[src/core/shc_pkg.sv]
// Shared constants and types of the standby and halt control block.
package shc_pkg;
  // Register indices on the device link.
  localparam logic [1:0] IDX_CONTROL = 2'h0;
  localparam logic [1:0] IDX_MODE    = 2'h1;
  localparam logic [1:0] IDX_SETTLE  = 2'h2;
  // Standby control field positions and masks.
  localparam int         BIT_ENTRY       = 1;
  localparam int         BIT_MASKABLE_WAKE_MASK        = 4;
  localparam int         BIT_NMIM        = 5;
  localparam int         BIT_WD2M        = 6;
  localparam logic [7:0] CTRL_WMASK      = 8'h72;
  localparam logic [7:0] CTRL_WAKE_MASKS = 8'h70;
  localparam logic [7:0] CTRL_ENTRY      = 8'h02;
  // Standby mode select field positions and masks.
  localparam int         BIT_PSM    = 0;
  localparam int         BIT_SUBCLOCK_DISABLE_BIT  = 7;
  localparam logic [7:0] MODE_WMASK = 8'h81;
  localparam logic [7:0] MODE_SUBCLOCK_DISABLE_BIT = 8'h80;
  // Oscillation settle select field.
  localparam int         SETTLE_SEL_W = 3;
  localparam logic [7:0] SETTLE_WMASK = 8'h07;
  // Reset values.
  localparam logic [7:0] CTRL_RESET   = 8'h00;
  localparam logic [7:0] MODE_RESET   = 8'h00;
  localparam logic [7:0] SETTLE_RESET = 8'h01;
  // Settle exponents for codes 7 down to 0, five bits each.
  localparam int          EXP_W  = 5;
  localparam int          CNT_W  = 22;
  localparam int          EXP_MAX = 21;
  localparam logic [39:0] SETTLE_EXP_DEFAULT = {5'h15, 5'h14, 5'h13, 5'h12,
                                                5'h11, 5'h10, 5'h0F, 5'h0D};
  // Instruction slots the CPU side idles after a halt.
  localparam logic [2:0] NOP_COUNT = 3'h5;
  // APB offsets of the CPU side.
  localparam logic [7:0] ADDR_CTRL   = 8'h00;
  localparam logic [7:0] ADDR_MODE   = 8'h04;
  localparam logic [7:0] ADDR_SETTLE = 8'h08;
  localparam logic [7:0] ADDR_CMD    = 8'h0C;
  localparam logic [7:0] ADDR_STATUS = 8'h10;
  // Command job bits.
  localparam int JOB_MODE   = 0;
  localparam int JOB_SETTLE = 1;
  localparam int JOB_CTRL   = 2;
  localparam int JOB_HALT   = 3;
  localparam int JOB_READ   = 4;
  localparam int JOB_W      = 5;
  localparam int CMD_IDX_LSB = 8;

  typedef enum logic [1:0] {
    ST_RUN     = 2'b00,
    ST_STANDBY = 2'b01,
    ST_SETTLE  = 2'b11,
    ST_HALT    = 2'b10
  } shc_state_type;

  typedef enum logic [1:0] {
    HS_IDLE = 2'b00,
    HS_KEY  = 2'b01,
    HS_CTRL = 2'b11,
    HS_NOP  = 2'b10
  } shc_host_type;
endpackage

[src/core/shc_if.sv]
// Link between the CPU side and the standby controller.
`timescale 1ns/100ps
interface shc_if;
  logic                  reg_wr;
  logic                  reg_rd;
  logic                  prot_wr;
  logic [1:0]            reg_idx;
  logic [7:0]            reg_wdata;
  logic [7:0]            reg_rdata;
  logic                  halt_exec;
  logic                  nmi_pin;
  logic                  wdog1_nmi_request;
  logic                  wdog2_nmi_request;
  logic                  wdog1_reset_request;
  logic                  wdog2_reset_request;
  logic                  irq_pending;
  logic                  irq_higher;
  shc_pkg::shc_state_type dev_state;
  logic                  irq_accept;
  logic                  irq_hold;

  modport dev (
    input  reg_wr, reg_rd, prot_wr, reg_idx, reg_wdata, halt_exec,
    input  nmi_pin, wdog1_nmi_request, wdog2_nmi_request,
    input  wdog1_reset_request, wdog2_reset_request, irq_pending, irq_higher,
    output reg_rdata, dev_state, irq_accept, irq_hold
  );

  modport cpu (
    output reg_wr, reg_rd, prot_wr, reg_idx, reg_wdata, halt_exec,
    output nmi_pin, wdog1_nmi_request, wdog2_nmi_request,
    output wdog1_reset_request, wdog2_reset_request, irq_pending, irq_higher,
    input  reg_rdata, dev_state, irq_accept, irq_hold
  );
endinterface

[src/core/shc_cpu_side.sv]
// CPU side: APB command registers and protected write sequencer.
//
// The APB slave port and the address map were left to the implementer.
`timescale 1ns/100ps
module shc_cpu_side (
  // Clock and reset
  input  logic        pclk,
  input  logic        presetn,
  // APB slave
  input  logic        psel,
  input  logic        penable,
  input  logic        pwrite,
  input  logic [7:0]  paddr,
  input  logic [31:0] pwdata,
  output logic [31:0] prdata,
  output logic        pready,
  output logic        pslverr,
  // Wake and reset sources
  input  logic        nmi_pin,
  input  logic        wdog1_nmi_request,
  input  logic        wdog2_nmi_request,
  input  logic        wdog1_reset_request,
  input  logic        wdog2_reset_request,
  input  logic        irq_pending,
  input  logic        irq_higher,
  // Board strap
  input  logic        resonator_present,
  // Link to the standby controller
  shc_if.cpu          link
);

  shc_pkg::shc_host_type     hs_reg;
  shc_pkg::shc_host_type     hs_next;
  logic [7:0]                sh_ctrl_reg;
  logic [7:0]                sh_mode_reg;
  logic [7:0]                sh_settle_reg;
  logic [shc_pkg::JOB_W-1:0] job_reg;
  logic [shc_pkg::JOB_W-1:0] job_clr;
  logic [1:0]                rd_idx_reg;
  logic [7:0]                readback_reg;
  logic                      rd_pend_reg;
  logic                      split_reg;
  logic                      split_next;
  logic [2:0]                nop_reg;
  logic [2:0]                nop_next;
  logic                      wr_reg, wr_next;
  logic                      rd_reg, rd_next;
  logic                      key_reg, key_next;
  logic                      halt_reg, halt_next;
  logic [1:0]                idx_reg, idx_next;
  logic [7:0]                wd_reg, wd_next;
  logic [31:0]               prdata_reg;

  // APB decode; every access finishes in its first access cycle.
  wire apb_wr   = psel & penable & pwrite;
  wire apb_rs   = psel & ~penable & ~pwrite;
  wire mapped   = (paddr == shc_pkg::ADDR_CTRL) | (paddr == shc_pkg::ADDR_MODE) |
                  (paddr == shc_pkg::ADDR_SETTLE) | (paddr == shc_pkg::ADDR_CMD) |
                  (paddr == shc_pkg::ADDR_STATUS);
  wire cmd_wr   = apb_wr & (paddr == shc_pkg::ADDR_CMD);
  wire [shc_pkg::JOB_W-1:0] cmd_jobs = pwdata[shc_pkg::JOB_W-1:0];
  wire entry_sh = sh_ctrl_reg[shc_pkg::BIT_ENTRY];
  // An entry request drags a mode select write in ahead of it.
  wire [shc_pkg::JOB_W-1:0] job_set = cmd_wr ?
    (cmd_jobs | {{(shc_pkg::JOB_W-1){1'b0}}, cmd_jobs[shc_pkg::JOB_CTRL] & entry_sh}) :
    '0;
  wire [shc_pkg::JOB_W-1:0] job_next = (job_reg & ~job_clr) | job_set;
  wire busy     = (hs_reg != shc_pkg::HS_IDLE) | (job_reg != '0);

  // Reserved bits are forced low, and a fitted resonator keeps the subclock.
  wire [7:0] mode_val = sh_mode_reg & shc_pkg::MODE_WMASK &
                        ~(resonator_present ? shc_pkg::MODE_SUBCLOCK_DISABLE_BIT : 8'h00);
  wire [7:0] settle_val = sh_settle_reg & shc_pkg::SETTLE_WMASK;
  wire [7:0] ctrl_val   = sh_ctrl_reg & shc_pkg::CTRL_WMASK;
  wire       need_split = entry_sh & ((ctrl_val & shc_pkg::CTRL_WAKE_MASKS) != 8'h00);

  wire [31:0] status_val = {16'h0000, readback_reg, 3'h0, link.irq_hold,
                            link.irq_accept, link.dev_state, busy};
  wire [31:0] rd_mux = (paddr == shc_pkg::ADDR_CTRL)   ? {24'h000000, sh_ctrl_reg} :
                       (paddr == shc_pkg::ADDR_MODE)   ? {24'h000000, sh_mode_reg} :
                       (paddr == shc_pkg::ADDR_SETTLE) ? {24'h000000, sh_settle_reg} :
                       (paddr == shc_pkg::ADDR_STATUS) ? status_val : 32'h00000000;

  always_comb begin
    hs_next    = hs_reg;
    job_clr    = '0;
    split_next = split_reg;
    nop_next   = nop_reg;
    wr_next    = 1'b0;
    rd_next    = 1'b0;
    key_next   = 1'b0;
    halt_next  = 1'b0;
    idx_next   = idx_reg;
    wd_next    = wd_reg;
    case (hs_reg)
      shc_pkg::HS_IDLE: begin
        if (job_reg[shc_pkg::JOB_MODE]) begin
          wr_next  = 1'b1;
          idx_next = shc_pkg::IDX_MODE;
          wd_next  = mode_val;
          job_clr[shc_pkg::JOB_MODE] = 1'b1;
        end else if (job_reg[shc_pkg::JOB_SETTLE]) begin
          wr_next  = 1'b1;
          idx_next = shc_pkg::IDX_SETTLE;
          wd_next  = settle_val;
          job_clr[shc_pkg::JOB_SETTLE] = 1'b1;
        end else if (job_reg[shc_pkg::JOB_CTRL]) begin
          key_next   = 1'b1;
          split_next = need_split;
          hs_next    = shc_pkg::HS_KEY;
        end else if (job_reg[shc_pkg::JOB_HALT]) begin
          halt_next = 1'b1;
          nop_next  = shc_pkg::NOP_COUNT - 3'h1;
          hs_next   = shc_pkg::HS_NOP;
          job_clr[shc_pkg::JOB_HALT] = 1'b1;
        end else if (job_reg[shc_pkg::JOB_READ]) begin
          rd_next  = 1'b1;
          idx_next = rd_idx_reg;
          job_clr[shc_pkg::JOB_READ] = 1'b1;
        end
      end
      shc_pkg::HS_KEY: begin
        wr_next  = 1'b1;
        idx_next = shc_pkg::IDX_CONTROL;
        wd_next  = split_reg ? (ctrl_val & ~shc_pkg::CTRL_ENTRY) : ctrl_val;
        hs_next  = shc_pkg::HS_CTRL;
      end
      shc_pkg::HS_CTRL: begin
        if (split_reg) begin
          split_next = 1'b0;
          key_next   = 1'b1;
          hs_next    = shc_pkg::HS_KEY;
        end else begin
          job_clr[shc_pkg::JOB_CTRL] = 1'b1;
          hs_next = shc_pkg::HS_IDLE;
        end
      end
      shc_pkg::HS_NOP: begin
        if (nop_reg == 3'h0) begin
          hs_next = shc_pkg::HS_IDLE;
        end else begin
          nop_next = nop_reg - 3'h1;
        end
      end
      default: begin
        hs_next = shc_pkg::HS_IDLE;
      end
    endcase
  end

  always_ff @(posedge pclk or negedge presetn) begin
    if (!presetn) begin
      hs_reg        <= shc_pkg::HS_IDLE;
      job_reg       <= '0;
      split_reg     <= 1'b0;
      nop_reg       <= 3'h0;
      {wr_reg, rd_reg, key_reg, halt_reg} <= 4'h0;
      idx_reg       <= 2'h0;
      wd_reg        <= 8'h00;
      rd_pend_reg   <= 1'b0;
    end else begin
      hs_reg        <= hs_next;
      job_reg       <= job_next;
      split_reg     <= split_next;
      nop_reg       <= nop_next;
      {wr_reg, rd_reg, key_reg, halt_reg} <= {wr_next, rd_next, key_next, halt_next};
      idx_reg       <= idx_next;
      wd_reg        <= wd_next;
      rd_pend_reg   <= rd_reg;
    end
  end

  always_ff @(posedge pclk or negedge presetn) begin
    if (!presetn) begin
      sh_ctrl_reg   <= shc_pkg::CTRL_RESET;
      sh_mode_reg   <= shc_pkg::MODE_RESET;
      sh_settle_reg <= shc_pkg::SETTLE_RESET;
      rd_idx_reg    <= 2'h0;
      readback_reg  <= 8'h00;
      prdata_reg    <= 32'h00000000;
    end else begin
      if (apb_wr && paddr == shc_pkg::ADDR_CTRL) sh_ctrl_reg <= pwdata[7:0];
      if (apb_wr && paddr == shc_pkg::ADDR_MODE) sh_mode_reg <= pwdata[7:0];
      if (apb_wr && paddr == shc_pkg::ADDR_SETTLE) sh_settle_reg <= pwdata[7:0];
      if (cmd_wr) rd_idx_reg <= pwdata[shc_pkg::CMD_IDX_LSB +: 2];
      if (rd_pend_reg) readback_reg <= link.reg_rdata;
      if (apb_rs) prdata_reg <= rd_mux;
    end
  end

  assign prdata   = prdata_reg;
  assign pready   = 1'b1;
  assign pslverr  = psel & penable & ~mapped;

  assign link.reg_wr    = wr_reg;
  assign link.reg_rd    = rd_reg;
  assign link.prot_wr   = key_reg;
  assign link.halt_exec = halt_reg;
  assign link.reg_idx   = idx_reg;
  assign link.reg_wdata = wd_reg;
  assign link.nmi_pin             = nmi_pin;
  assign link.wdog1_nmi_request   = wdog1_nmi_request;
  assign link.wdog2_nmi_request   = wdog2_nmi_request;
  assign link.wdog1_reset_request = wdog1_reset_request;
  assign link.wdog2_reset_request = wdog2_reset_request;
  assign link.irq_pending         = irq_pending;
  assign link.irq_higher          = irq_higher;

endmodule

[src/flat_wrapper.sv]
// flat-port wrapper written by rule: the top's interface ports become plain ports
module shc_cpu_side_flat 
  (pclk, presetn, psel, penable, pwrite, paddr, pwdata, prdata, pready, pslverr, nmi_pin, wdog1_nmi_request, wdog2_nmi_request, wdog1_reset_request, wdog2_reset_request, irq_pending, irq_higher, resonator_present, link_reg_wr, link_reg_rd, link_prot_wr, link_reg_idx, link_reg_wdata, link_halt_exec, link_nmi_pin, link_wdog1_nmi_request, link_wdog2_nmi_request, link_wdog1_reset_request, link_wdog2_reset_request, link_irq_pending, link_irq_higher, link_reg_rdata, link_dev_state, link_irq_accept, link_irq_hold);
  shc_if link_i ();
  input  logic pclk;
  input  logic presetn;
  input  logic psel;
  input  logic penable;
  input  logic pwrite;
  input  logic [7:0] paddr;
  input  logic [31:0] pwdata;
  output logic [31:0] prdata;
  output logic pready;
  output logic pslverr;
  input  logic nmi_pin;
  input  logic wdog1_nmi_request;
  input  logic wdog2_nmi_request;
  input  logic wdog1_reset_request;
  input  logic wdog2_reset_request;
  input  logic irq_pending;
  input  logic irq_higher;
  input  logic resonator_present;
  output wire logic [$bits(link_i.reg_wr)-1:0] link_reg_wr;
  output wire logic [$bits(link_i.reg_rd)-1:0] link_reg_rd;
  output wire logic [$bits(link_i.prot_wr)-1:0] link_prot_wr;
  output wire logic [$bits(link_i.reg_idx)-1:0] link_reg_idx;
  output wire logic [$bits(link_i.reg_wdata)-1:0] link_reg_wdata;
  output wire logic [$bits(link_i.halt_exec)-1:0] link_halt_exec;
  output wire logic [$bits(link_i.nmi_pin)-1:0] link_nmi_pin;
  output wire logic [$bits(link_i.wdog1_nmi_request)-1:0] link_wdog1_nmi_request;
  output wire logic [$bits(link_i.wdog2_nmi_request)-1:0] link_wdog2_nmi_request;
  output wire logic [$bits(link_i.wdog1_reset_request)-1:0] link_wdog1_reset_request;
  output wire logic [$bits(link_i.wdog2_reset_request)-1:0] link_wdog2_reset_request;
  output wire logic [$bits(link_i.irq_pending)-1:0] link_irq_pending;
  output wire logic [$bits(link_i.irq_higher)-1:0] link_irq_higher;
  input wire logic [$bits(link_i.reg_rdata)-1:0] link_reg_rdata;
  input wire logic [$bits(link_i.dev_state)-1:0] link_dev_state;
  input wire logic [$bits(link_i.irq_accept)-1:0] link_irq_accept;
  input wire logic [$bits(link_i.irq_hold)-1:0] link_irq_hold;
  assign link_reg_wr = link_i.reg_wr;
  assign link_reg_rd = link_i.reg_rd;
  assign link_prot_wr = link_i.prot_wr;
  assign link_reg_idx = link_i.reg_idx;
  assign link_reg_wdata = link_i.reg_wdata;
  assign link_halt_exec = link_i.halt_exec;
  assign link_nmi_pin = link_i.nmi_pin;
  assign link_wdog1_nmi_request = link_i.wdog1_nmi_request;
  assign link_wdog2_nmi_request = link_i.wdog2_nmi_request;
  assign link_wdog1_reset_request = link_i.wdog1_reset_request;
  assign link_wdog2_reset_request = link_i.wdog2_reset_request;
  assign link_irq_pending = link_i.irq_pending;
  assign link_irq_higher = link_i.irq_higher;
  assign link_i.reg_rdata = link_reg_rdata;
  assign link_i.dev_state = link_dev_state;
  assign link_i.irq_accept = link_irq_accept;
  assign link_i.irq_hold = link_irq_hold;
  shc_cpu_side u_core (.pclk(pclk), .presetn(presetn), .psel(psel), .penable(penable), .pwrite(pwrite), .paddr(paddr), .pwdata(pwdata), .prdata(prdata), .pready(pready), .pslverr(pslverr), .nmi_pin(nmi_pin), .wdog1_nmi_request(wdog1_nmi_request), .wdog2_nmi_request(wdog2_nmi_request), .wdog1_reset_request(wdog1_reset_request), .wdog2_reset_request(wdog2_reset_request), .irq_pending(irq_pending), .irq_higher(irq_higher), .resonator_present(resonator_present), .link(link_i));
endmodule
[config.mk]
export PLATFORM = sky130hd
export DESIGN_NAME = shc_cpu_side_flat
export DESIGN_NICKNAME = d
export VERILOG_FILES = /design/src/core/shc_pkg.sv /design/src/core/shc_if.sv /design/src/core/shc_cpu_side.sv /design/src/flat_wrapper.sv
export SDC_FILE = /design/constraint.sdc
export NUM_CORES = 1
export LEC_CHECK = 0
export ABC_AREA = 1
export BUFFER_PORTS_ARGS = -buffer_cell sky130_fd_sc_hd__buf_2
export CAP_MARGIN = 20
export CORE_ASPECT_RATIO = 0.9
export CORE_MARGIN = 10
export CORE_UTILIZATION = 40
export DETAILED_ROUTE_END_ITERATION = 8
export MAX_ROUTING_LAYER = met4
export PLACE_DENSITY = 0.62
export SYNTH_ARGS = -nofsm -noshare
export SYNTH_HDL_FRONTEND = slang
export SYNTH_SLANG_ARGS = --single-unit
[constraint.sdc]
create_clock -name pclk -period 3.25 [get_ports pclk]
set_input_delay 0.65 -clock pclk [delete_from_list [all_inputs] [get_ports pclk]]
set_output_delay 0.65 -clock pclk [all_outputs]
set_load 0.03 [all_outputs]
==> results of run 1 <==
-- area by class of cell --
cell class,count,area [um^2],share of cell area
sequential,75,1878,0.4433
multi-input combinational,294,1434,0.3385
timing repair buffer,67,352.8,0.08328
inverter,51,192.7,0.04548
tap,122,152.6,0.03603
clock buffer,11,151.4,0.03574
clock inverter,5,75.07,0.01772
-- cells by family (layout without fill, tap and decap cells) --
group                      count (synthesis)  count (layout)  synth area share
other                                      2              18          0.002036
AOI/OAI and AO/OA                         86              86            0.1225
buffers and inverters                     83             134            0.1184
xor gates and xnor gates                   1               1          0.002375
DFF                                       75              75            0.5092
and+or+nand+nor                          183             183            0.2252
adders and majority gates                  6               6           0.02035
-- layer usage --
metal,GRT usage,vias up,share of wire
met5,-,-,0
met2,0.2085,85,0.45
li1,-,1477,-
met3,0.03819,10,0.063
met1,0.1802,1379,0.47
met4,0.05878,0,0.020
-- how the worst max path moves through the flow --
stage | from | end | cells past startpoint
after detailed placement | paddr[7] | pslverr | 8
final | paddr[7] | pslverr | 8
after CTS | paddr[7] | pslverr | 8
after global routing | paddr[7] | pslverr | 8
after global placement | paddr[7] | pslverr | 8
after floorplan | paddr[7] | pslverr | 6
-- where the power goes --
group	total, mW	switching (mW)	internal [mW]
Combinational	0.724	0.509	0.215
Clock	0.807	0.336	0.470
Sequential	1.15	0.0747	1.08
Total	2.68	0.920	1.76
-- metrics by stage --
stage               power [mW]  utilization  std cells
global route             2.877       0.4685        625
floorplan                1.704            -        452
global placement         1.879       0.4435        609
detailed placement       1.901       0.4435        609
CTS                      2.718       0.4685        625
finish                   2.682       0.4685        625
-- cells in the mapped netlist, types with 4 or more instances --
master,instances
a21oi_1,18
nor2_4,8
nand2_1,107
inv_1,48
nor2_1,30
dfrtp_1,74
buf_4,25
buf_6,4
o21ai_1,5
ha_1,6
o21ai_0,54
nand3_1,24
==> flow_metrics.tcl, run 1 <==
set metrics [dict create \
    drt-initial-drc-count 251 \
    period_share 0.7746 \
    start_util 0.4079 \
    routed_wl_um 8900 \
    hold_path_class "input pin to async pin" \
    rsz0062_at_grt "no" \
    htreeDepth 3 \
    nNetsFinal 569 \
    area_delta_synth_final_pct 14.86 \
    cts_resized 0 \
    finalWeightedCongestion 0.8942 \
    netlist.area_leader.share 0.5020 \
    drv_cap 0 \
    drc 0 \
    finalHoldViolations 0 \
    path_class "input pin to primary output" \
    cts_buffers 9 \
    final_common_cell "nand2_1" \
    fin_skew_ns 0.009447 \
    cts_root_buf "clkbuf_8" \
    pwr_density_cell_mw_per_mm2 633.0 \
    coreArea_mm2 0.009042 \
    viasPerCell 4.722 \
    cts_tree "built" \
    finalSetupTns_ns 0 \
    ys_seq_area_frac 0.5092 \
    synth_top_cells_by_area "dfrtp_1, nand2_1, o21ai_0" \
    arrival_ns 1.87 \
    num_rows 33 \
    holdWs_ns 0.3272 \
    finalWorstSetupSlack_ns 0.7325 \
    syn_area_mm2 0.003689 \
    drive_above_1_share 0.2107 \
    crit_chain "buf_2 > nor2_1 > nand2_2 > clkinv_2 > nand4_2 > o21ai_0 > nor3_1 > buf_2" \
    synth_enable_flop_cells 0 \
    post-dp-hpwl_um 6785 \
    synth-seq-cells 75 \
    synthArstFlopShare 1.000 \
    diodes 0 \
    path_common_cell "buf_2" \
    die_x_um 121.2 \
    antenna_found_initial 0 \
    die_area_mm2 0.01347 \
    r2r_end "u_core.nop_reg[1]$_DFFE_PN0P_" \
    r2r-start "u_core.hs_reg[0]$_DFFE_PN0P_" \
    wl_per_cell_um 14.24 \
    dp_slack_ns 0.7135 \
    synth_top_flop_cell "dfrtp_1" \
    critical_path.max_stage_delay_ns 0.22 \
    layout_common_cells "nand2_1, dfrtp_1, buf_2, o21ai_0, inv_1" \
    ant_nets 0 \
    rrSetupSlack_ns 1.39 \
    r2r_cells 9 \
    die_h_um 111.1 \
    largest_register_ff_count 16 \
    cp_num_buf_inv 3 \
    setup_viol 0 \
    ir_drop_mv 0.2519 \
    crit_family "simple AND/OR/NAND/NOR gates" \
    grt_pass1_wl_um 15090 \
    insertion_delay_ns 0.35 \
    netlist_instances 436 \
    grt_pass1_vias 3054 \
    status "completed" \
    cts_sinks 75 \
    slew_viol_final 0 \
    p_leak_nw 2.301 \
    grt_max_degree 76 \
    post_cts_buffers 0 \
    worstPathRequired_ns 2.60 \
    portBuffers 65 \
    slowest_stage "nand4_2" \
    cp-start-kind "input pin" \
    cp_max_fo 16 \
    placed_area_mm2 0.004010 \
    vias 2951 \
    grt_usage 0.1419 \
    layout_min_cycle_time_ns 2.517 \
    nFillCells 928 \
    syn_avg_cell_area_um2 8.460 \
    ioPinCount 120 \
    grt_overflow 0 \
    dr.pass1.iters 4 \
    endpoint_kind "primary output" \
    clk_pin_slew_ns 0.07 \
    yosysUniqueCellTypes 29 \
    synth_warnings 0 \
    cts.hold.buffers_added 0 \
    yosysTopAreaCell "dfrtp_1" \
    max_freq_mhz 397.2 \
    cts_buffer_depth 2 \
    final_design_area_no_fill_mm2 0.004237 \
]
No activity file was read; power rests on OpenSTA's default activity.
==> run 2, diff against run 1 <==
PLACE_DENSITY = 0.65   (was 0.62)
clock period = 2.29 ns   (was 3.25 ns; I/O delays follow)
==> run 2 against run 1 <==
Via count decreased by 0.54%. Die area unchanged. Flip-flop and latch count unchanged. Critical endpoint unchanged. Largest power group unchanged.
==> flow_metrics.tcl, run 2 (synthesis gave the netlist of run 1 again) <==
set metrics [dict create \
    status "completed" \
    coreArea_mm2 0.009042 \
    max_freq_mhz 507.3 \
    drv_cap 0 \
    endpoint_kind "primary output" \
    htreeDepth 3 \
    finalHoldViolations 0 \
    layout_common_cells "nand2_1, dfrtp_1, buf_2, o21ai_0, inv_1" \
    intPower_mw 2.423 \
    num_rows 33 \
    drive_above_1_share 0.2139 \
    diodes 0 \
    ioPinCount 120 \
    slew_viol_final 0 \
    worstPathRequired_ns 1.83 \
    cp_max_fo 4 \
    pwr_density_cell_mw_per_mm2 884.5 \
    period_share 0.8607 \
    finalWeightedCongestion 0.8709 \
    dp_slack_ns 0.3145 \
    clk_pin_slew_ns 0.08 \
    finalCoreUtilization 0.4687 \
    cp-start-kind "input pin" \
    power.share.sequential 0.436 \
    clkPwrFrac 0.286 \
    hold_path_class "input pin to async pin" \
    p_leak_nw 2.300 \
    rsz0062_at_grt "no" \
    cts_tree "built" \
    wl_per_cell_um 14.36 \
    ir_drop_mv 0.3460 \
    nNetsFinal 571 \
    cts_sinks 75 \
    path_class "input pin to primary output" \
    cts_buffer_depth 2 \
    setup_viol 0 \
    grt_overflow 0 \
    insertion_delay_ns 0.35 \
    layout_min_cycle_time_ns 1.971 \
    cts_resized 0 \
    grt_usage 0.1399 \
    grt_max_degree 76 \
    drc 0 \
    slowest_stage "nor2_1" \
    antenna_found_initial 0 \
    final_common_cell "nand2_1" \
    post_cts_buffers 0 \
    dr.pass1.iters 4 \
    post-dp-hpwl_um 6870 \
    cts.hold.buffers_added 0 \
    start_util 0.4079 \
    swShare 0.3535 \
    arrival_ns 1.51 \
    viasPerCell 4.681 \
    crit_chain "buf_2 > nor2_1 > nand2_2 > clkinv_2 > nand4_2 > o21ai_0 > nor3_1 > buf_2" \
    finalSetupTns_ns 0 \
    path_common_cell "buf_2" \
    combinationalPowerShare 0.278 \
    finalWorstSetupSlack_ns 0.3189 \
    portBuffers 65 \
    die_area_mm2 0.01347 \
    routed_wl_um 9004 \
    die_x_um 121.2 \
    vias 2935 \
    cts_buffers 9 \
    largest_register_ff_count 16 \
    finalPower_mw 3.748 \
    fin_skew_ns 0.007688 \
    power.switching_mw 1.325 \
    ant_nets 0 \
    cts_root_buf "clkbuf_8" \
    grt_pass1_wl_um 14820 \
    drt-initial-drc-count 214 \
    grt_pass1_vias 3001 \
    area_delta_synth_final_pct 14.89 \
    nFillCells 917 \
    critical_path.max_stage_delay_ns 0.18 \
    die_h_um 111.1 \
]
-- run 2: changes by cell type in the layout (fill, tap and decap cells not counted) --
cell,previous run,this run
buf_4,1,3
clkinvlp_4,0,1
clkinv_2,4,3
clkbuf_8,11,12
bufinv_16,2,1
-- run 2: area by class of cell --
| cell class | count | area [um^2] | share of cell area |
|---|---|---|---|
| flip-flops and latches | 75 | 1878 | 0.4432 |
| multi-input cells | 294 | 1434 | 0.3384 |
| repair buffers | 69 | 367.9 | 0.08680 |
| inverters | 51 | 192.7 | 0.04547 |
| clock buffers | 12 | 165.2 | 0.03897 |
| well taps | 122 | 152.6 | 0.03602 |
| clock inverters | 4 | 47.55 | 0.01122 |
-- run 2: worst paths after layout --
kind                                              startpoint                                   to  slack [ns]  depth (start not counted)
min in group pclk                                  pwdata[1]          u_core.job_reg[1]$_DFF_PN0_        0.32                          3
worst min register to register  u_core.link.reg_rd$_DFF_PN0_         u_core.rd_pend_reg$_DFF_PN0_        0.37                          0
worst max-delay path                                paddr[7]                              pslverr        0.32                          8
max in group asynchronous                            presetn  u_core.sh_settle_reg[0]$_DFFE_PN1P_        1.80                          2
worst min-delay path                                 presetn        u_core.link.prot_wr$_DFF_PN0_        0.15                          2
worst max register to register  u_core.hs_reg[1]$_DFFE_PN0P_        u_core.nop_reg[0]$_DFFE_PN0P_        0.41                          9
-- run 2: layer usage --
metal	vias up	global-route usage	wire, um
met4	0	0.06195	202
met3	16	0.03768	539
met5	-	-	0
met2	83	0.2078	4149
met1	1355	0.1744	4112
li1	1481	-	-
-- run 2: power groups by stage --
stage | Clock [mW] | Combinational (mW) | Sequential (mW)
4_1_cts | 1.09 | 1.05 | 1.64
2_1_floorplan | 0 | 0.644 | 1.77
6_report | 1.07 | 1.04 | 1.64
3_3_place_gp | 0 | 1.01 | 1.65
5_1_grt | 1.16 | 1.18 | 1.66
3_5_place_dp | 0 | 1.05 | 1.66
-- run 2: worst max-delay path: cells and delay by family --
family / cells / cell delay, ns
compound gates: 1 / 0.14
buf+inv: 3 / 0.38
simple gates: 4 / 0.52
-- run 2: per-stage QoR --
stage / instance area, um^2 / cells / hold WS, ns
6_report: 4238 / 627 / 0.1450
2_1_floorplan: 3749 / 452 / 0.1624
5_1_grt: 4238 / 627 / 0.1627
3_5_place_dp: 4025 / 611 / 0.3644
3_3_place_gp: 4025 / 611 / 0.3781
4_1_cts: 4238 / 627 / 0.1550
==> run 3, diff against run 2 <==
ABC_AREA = 0   (was 1)
==> run 3 against run 2 <==
Flip-flop and latch count unchanged. Sequential power decreased by 12%. Register-to-register slack got worse by 0.10 ns. Highest routed layer unchanged. Die area decreased by 2.1%. Via count decreased by 13%. Combinational power decreased by 18%. Critical endpoint unchanged. Setup slack got worse by 0.12 ns. Global-route usage decreased by 0.69 points. First-iteration DRC count decreased by 51%. Largest power group unchanged.
==> flow_metrics.tcl, run 3 <==
set metrics [dict create \
    status "completed" \
    synth_common_cells "dfrtp_1, mux2_2, buf_4, nand2_1, nor2_1" \
    drive_above_1_share 0.3577 \
    rsz0062_at_grt "no" \
    cts_tree "built" \
    path_common_cell "buf_2" \
    drt-initial-drc-count 104 \
    critical_path.max_stage_delay_ns 0.57 \
    drc 0 \
    synth_top_family_by_area "compound AO/OA/AOI/OAI gates" \
    synth_warnings 0 \
    path_class "input pin to primary output" \
    start_util 0.4155 \
    finalWeightedCongestion 0.7982 \
    synth_top_flop_cell "dfrtp_1" \
    worstPathRequired_ns 1.83 \
    cts_buffers 9 \
    clk_pin_slew_ns 0.07 \
    cp-start-kind "input pin" \
    cts_resized 0 \
    ant_nets 0 \
    die_h_um 109.9 \
    arrival_ns 1.63 \
    yosysTopAreaCell "dfrtp_1" \
    max_freq_mhz 479.3 \
    nNetsFinal 449 \
    routed_wl_um 8453 \
    final_common_cell "dfrtp_1" \
    coreArea_mm2 0.008648 \
    p_leak_nw 2.156 \
    antenna_found_initial 0 \
    largest_register_ff_count 16 \
    ioPinCount 120 \
    netlist_instances 312 \
    synth_compound_area_frac 0.1490 \
    finalPower_mw 3.349 \
    diodes 0 \
    grt_overflow 0 \
    cp_num_buf_inv 2 \
    dr.pass1.iters 4 \
    nFillCells 829 \
    cp_max_fo 5 \
    crit_chain "buf_2 > or4_4 > nor2_1 > a21oi_1 > buf_2" \
    fin_skew_ns 0.01052 \
    grt_pass1_vias 2650 \
    wl_per_cell_um 16.84 \
    synth_simple_gate_area_frac 0.1104 \
    finalSetupTns_ns 0 \
    pwr_density_cell_mw_per_mm2 799.5 \
    insertion_delay_ns 0.35 \
    die_area_mm2 0.01318 \
    post_cts_buffers 0 \
    layout_common_cells "dfrtp_1, buf_2, mux2_2, nand2_1" \
    grt_usage 0.1330 \
    syn_area_mm2 0.003593 \
    cts_buffer_depth 2 \
    vias 2564 \
    period_share 0.9112 \
    synthAdderAreaFrac 0.02089 \
    synth_xor_area_frac 0 \
    grt_max_degree 76 \
    synth_mux_area_frac 0.1177 \
    synth_enable_flop_cells 0 \
    endpoint_kind "primary output" \
    viasPerCell 5.108 \
    cts.hold.buffers_added 0 \
    synthArstFlopShare 1.000 \
    htreeDepth 3 \
    syn_avg_cell_area_um2 11.52 \
    cts_sinks 75 \
    slowest_stage "or4_4" \
    yosysUniqueCellTypes 43 \
    netlist.area_leader.share 0.5153 \
    die_x_um 119.9 \
    setup_viol 0 \
    yosysMostFrequentCell "dfrtp_1" \
    ys_seq_area_frac 0.5226 \
    drv_cap 0 \
    portBuffers 65 \
    synth_top_cells_by_area "dfrtp_1, mux2_2, buf_4" \
    cts_root_buf "clkbuf_8" \
    slew_viol_final 0 \
    relSlewSlack 0.5685 \
    grt_pass1_wl_um 13570 \
    crit_family "simple AND/OR/NAND/NOR gates" \
    num_rows 32 \
    post-dp-hpwl_um 6333 \
    synth-seq-cells 75 \
    area_delta_synth_final_pct 16.57 \
    tightestPinTransition_ns 0.6418 \
    ir_drop_mv 0.3076 \
    hold_path_class "input pin to async pin" \
    finalHoldViolations 0 \
    layout_min_cycle_time_ns 2.087 \
]
-- run 3: cell count changes after synthesis, sizes merged, moves of 8 or more --
cell   delta
inv      -38
nand2    -90
a22o     +16
nand3    -22
mux2     +34
o21ai    -45
nor2     -23
nor2b     +8
a21oi    -11
-- run 3: cells by family (layout without fill, tap and decap cells) --
group | Yosys count | in the layout
AO/OA/AOI/OAI | 74 | 74
adder cells (fa/ha/maj) | 6 | 6
buffers and inverters | 48 | 103
flip-flops | 75 | 75
multiplexers | 38 | 38
other | 2 | 18
AND/OR/NAND/NOR | 69 | 69
-- run 3: power breakdown --
group / internal [mW] / leakage (nW) / switching, mW / total, mW
clock: 0.562 / 0.106 / 0.492 / 1.05
sequential: 1.40 / 1.03 / 0.0491 / 1.44
combinational: 0.326 / 1.02 / 0.525 / 0.851
-- run 3: per-stage QoR --
step	cell area [um^2]	instances	setup slack, ns	hold WS (ns)	util
global placement	3985	486	0.1063	0.3970	0.4608
floorplan	3654	328	0.1977	0.1624	-
CTS	4189	502	0.2020	0.1255	0.4844
detailed placement	3985	486	0.09894	0.4050	0.4608
finish	4189	502	0.2034	0.1162	0.4844
global route	4189	502	0.1392	0.1386	0.4844
-- run 3: worst paths after layout --
path / start / end / slack, ns / depth (start not counted)
setup reg to reg: u_core.job_reg[1]$_DFF_PN0_ / u_core.nop_reg[0]$_DFFE_PN0P_ / 0.31 / 4
hold / removal: presetn / u_core.link.reg_wdata[6]$_DFFE_PN0P_ / 0.12 / 2
max in group asynchronous: presetn / u_core.sh_settle_reg[0]$_DFFE_PN1P_ / 1.84 / 2
min in group pclk: link_reg_rdata[6] / u_core.readback_reg[6]$_DFFE_PN0P_ / 0.33 / 2
hold reg to reg: u_core.link.reg_rd$_DFF_PN0_ / u_core.rd_pend_reg$_DFF_PN0_ / 0.39 / 0
setup / recovery: paddr[1] / pslverr / 0.20 / 5
-- run 3: layer usage --
metal / global-route usage / vias up / part of all wire
met1: 0.1682 / 1283 / 0.46
met2: 0.2021 / 68 / 0.48
met4: 0.04217 / 0 / 0.0096
met5: - / - / 0
met3: 0.03895 / 9 / 0.049
li1: - / 1204 / -
-- run 3: worst register-to-register path: cells and delay by family (launching register included) --
kind | cells | cell delay [ns]
and+or+nand+nor | 1 | 0.34
DFF | 1 | 0.44
AOI/OAI and AO/OA | 3 | 1.09
-- run 3: final cells by class --
cell class,instances,area [um^2],area share
clock inverters,4,48.80,0.01165
clock buffers,12,155.1,0.03704
flip-flops and latches,75,1878,0.4483
well taps,119,148.9,0.03554
multi-input cells,205,1498,0.3575
repair buffers,75,415.4,0.09916
inverters,12,45.04,0.01075
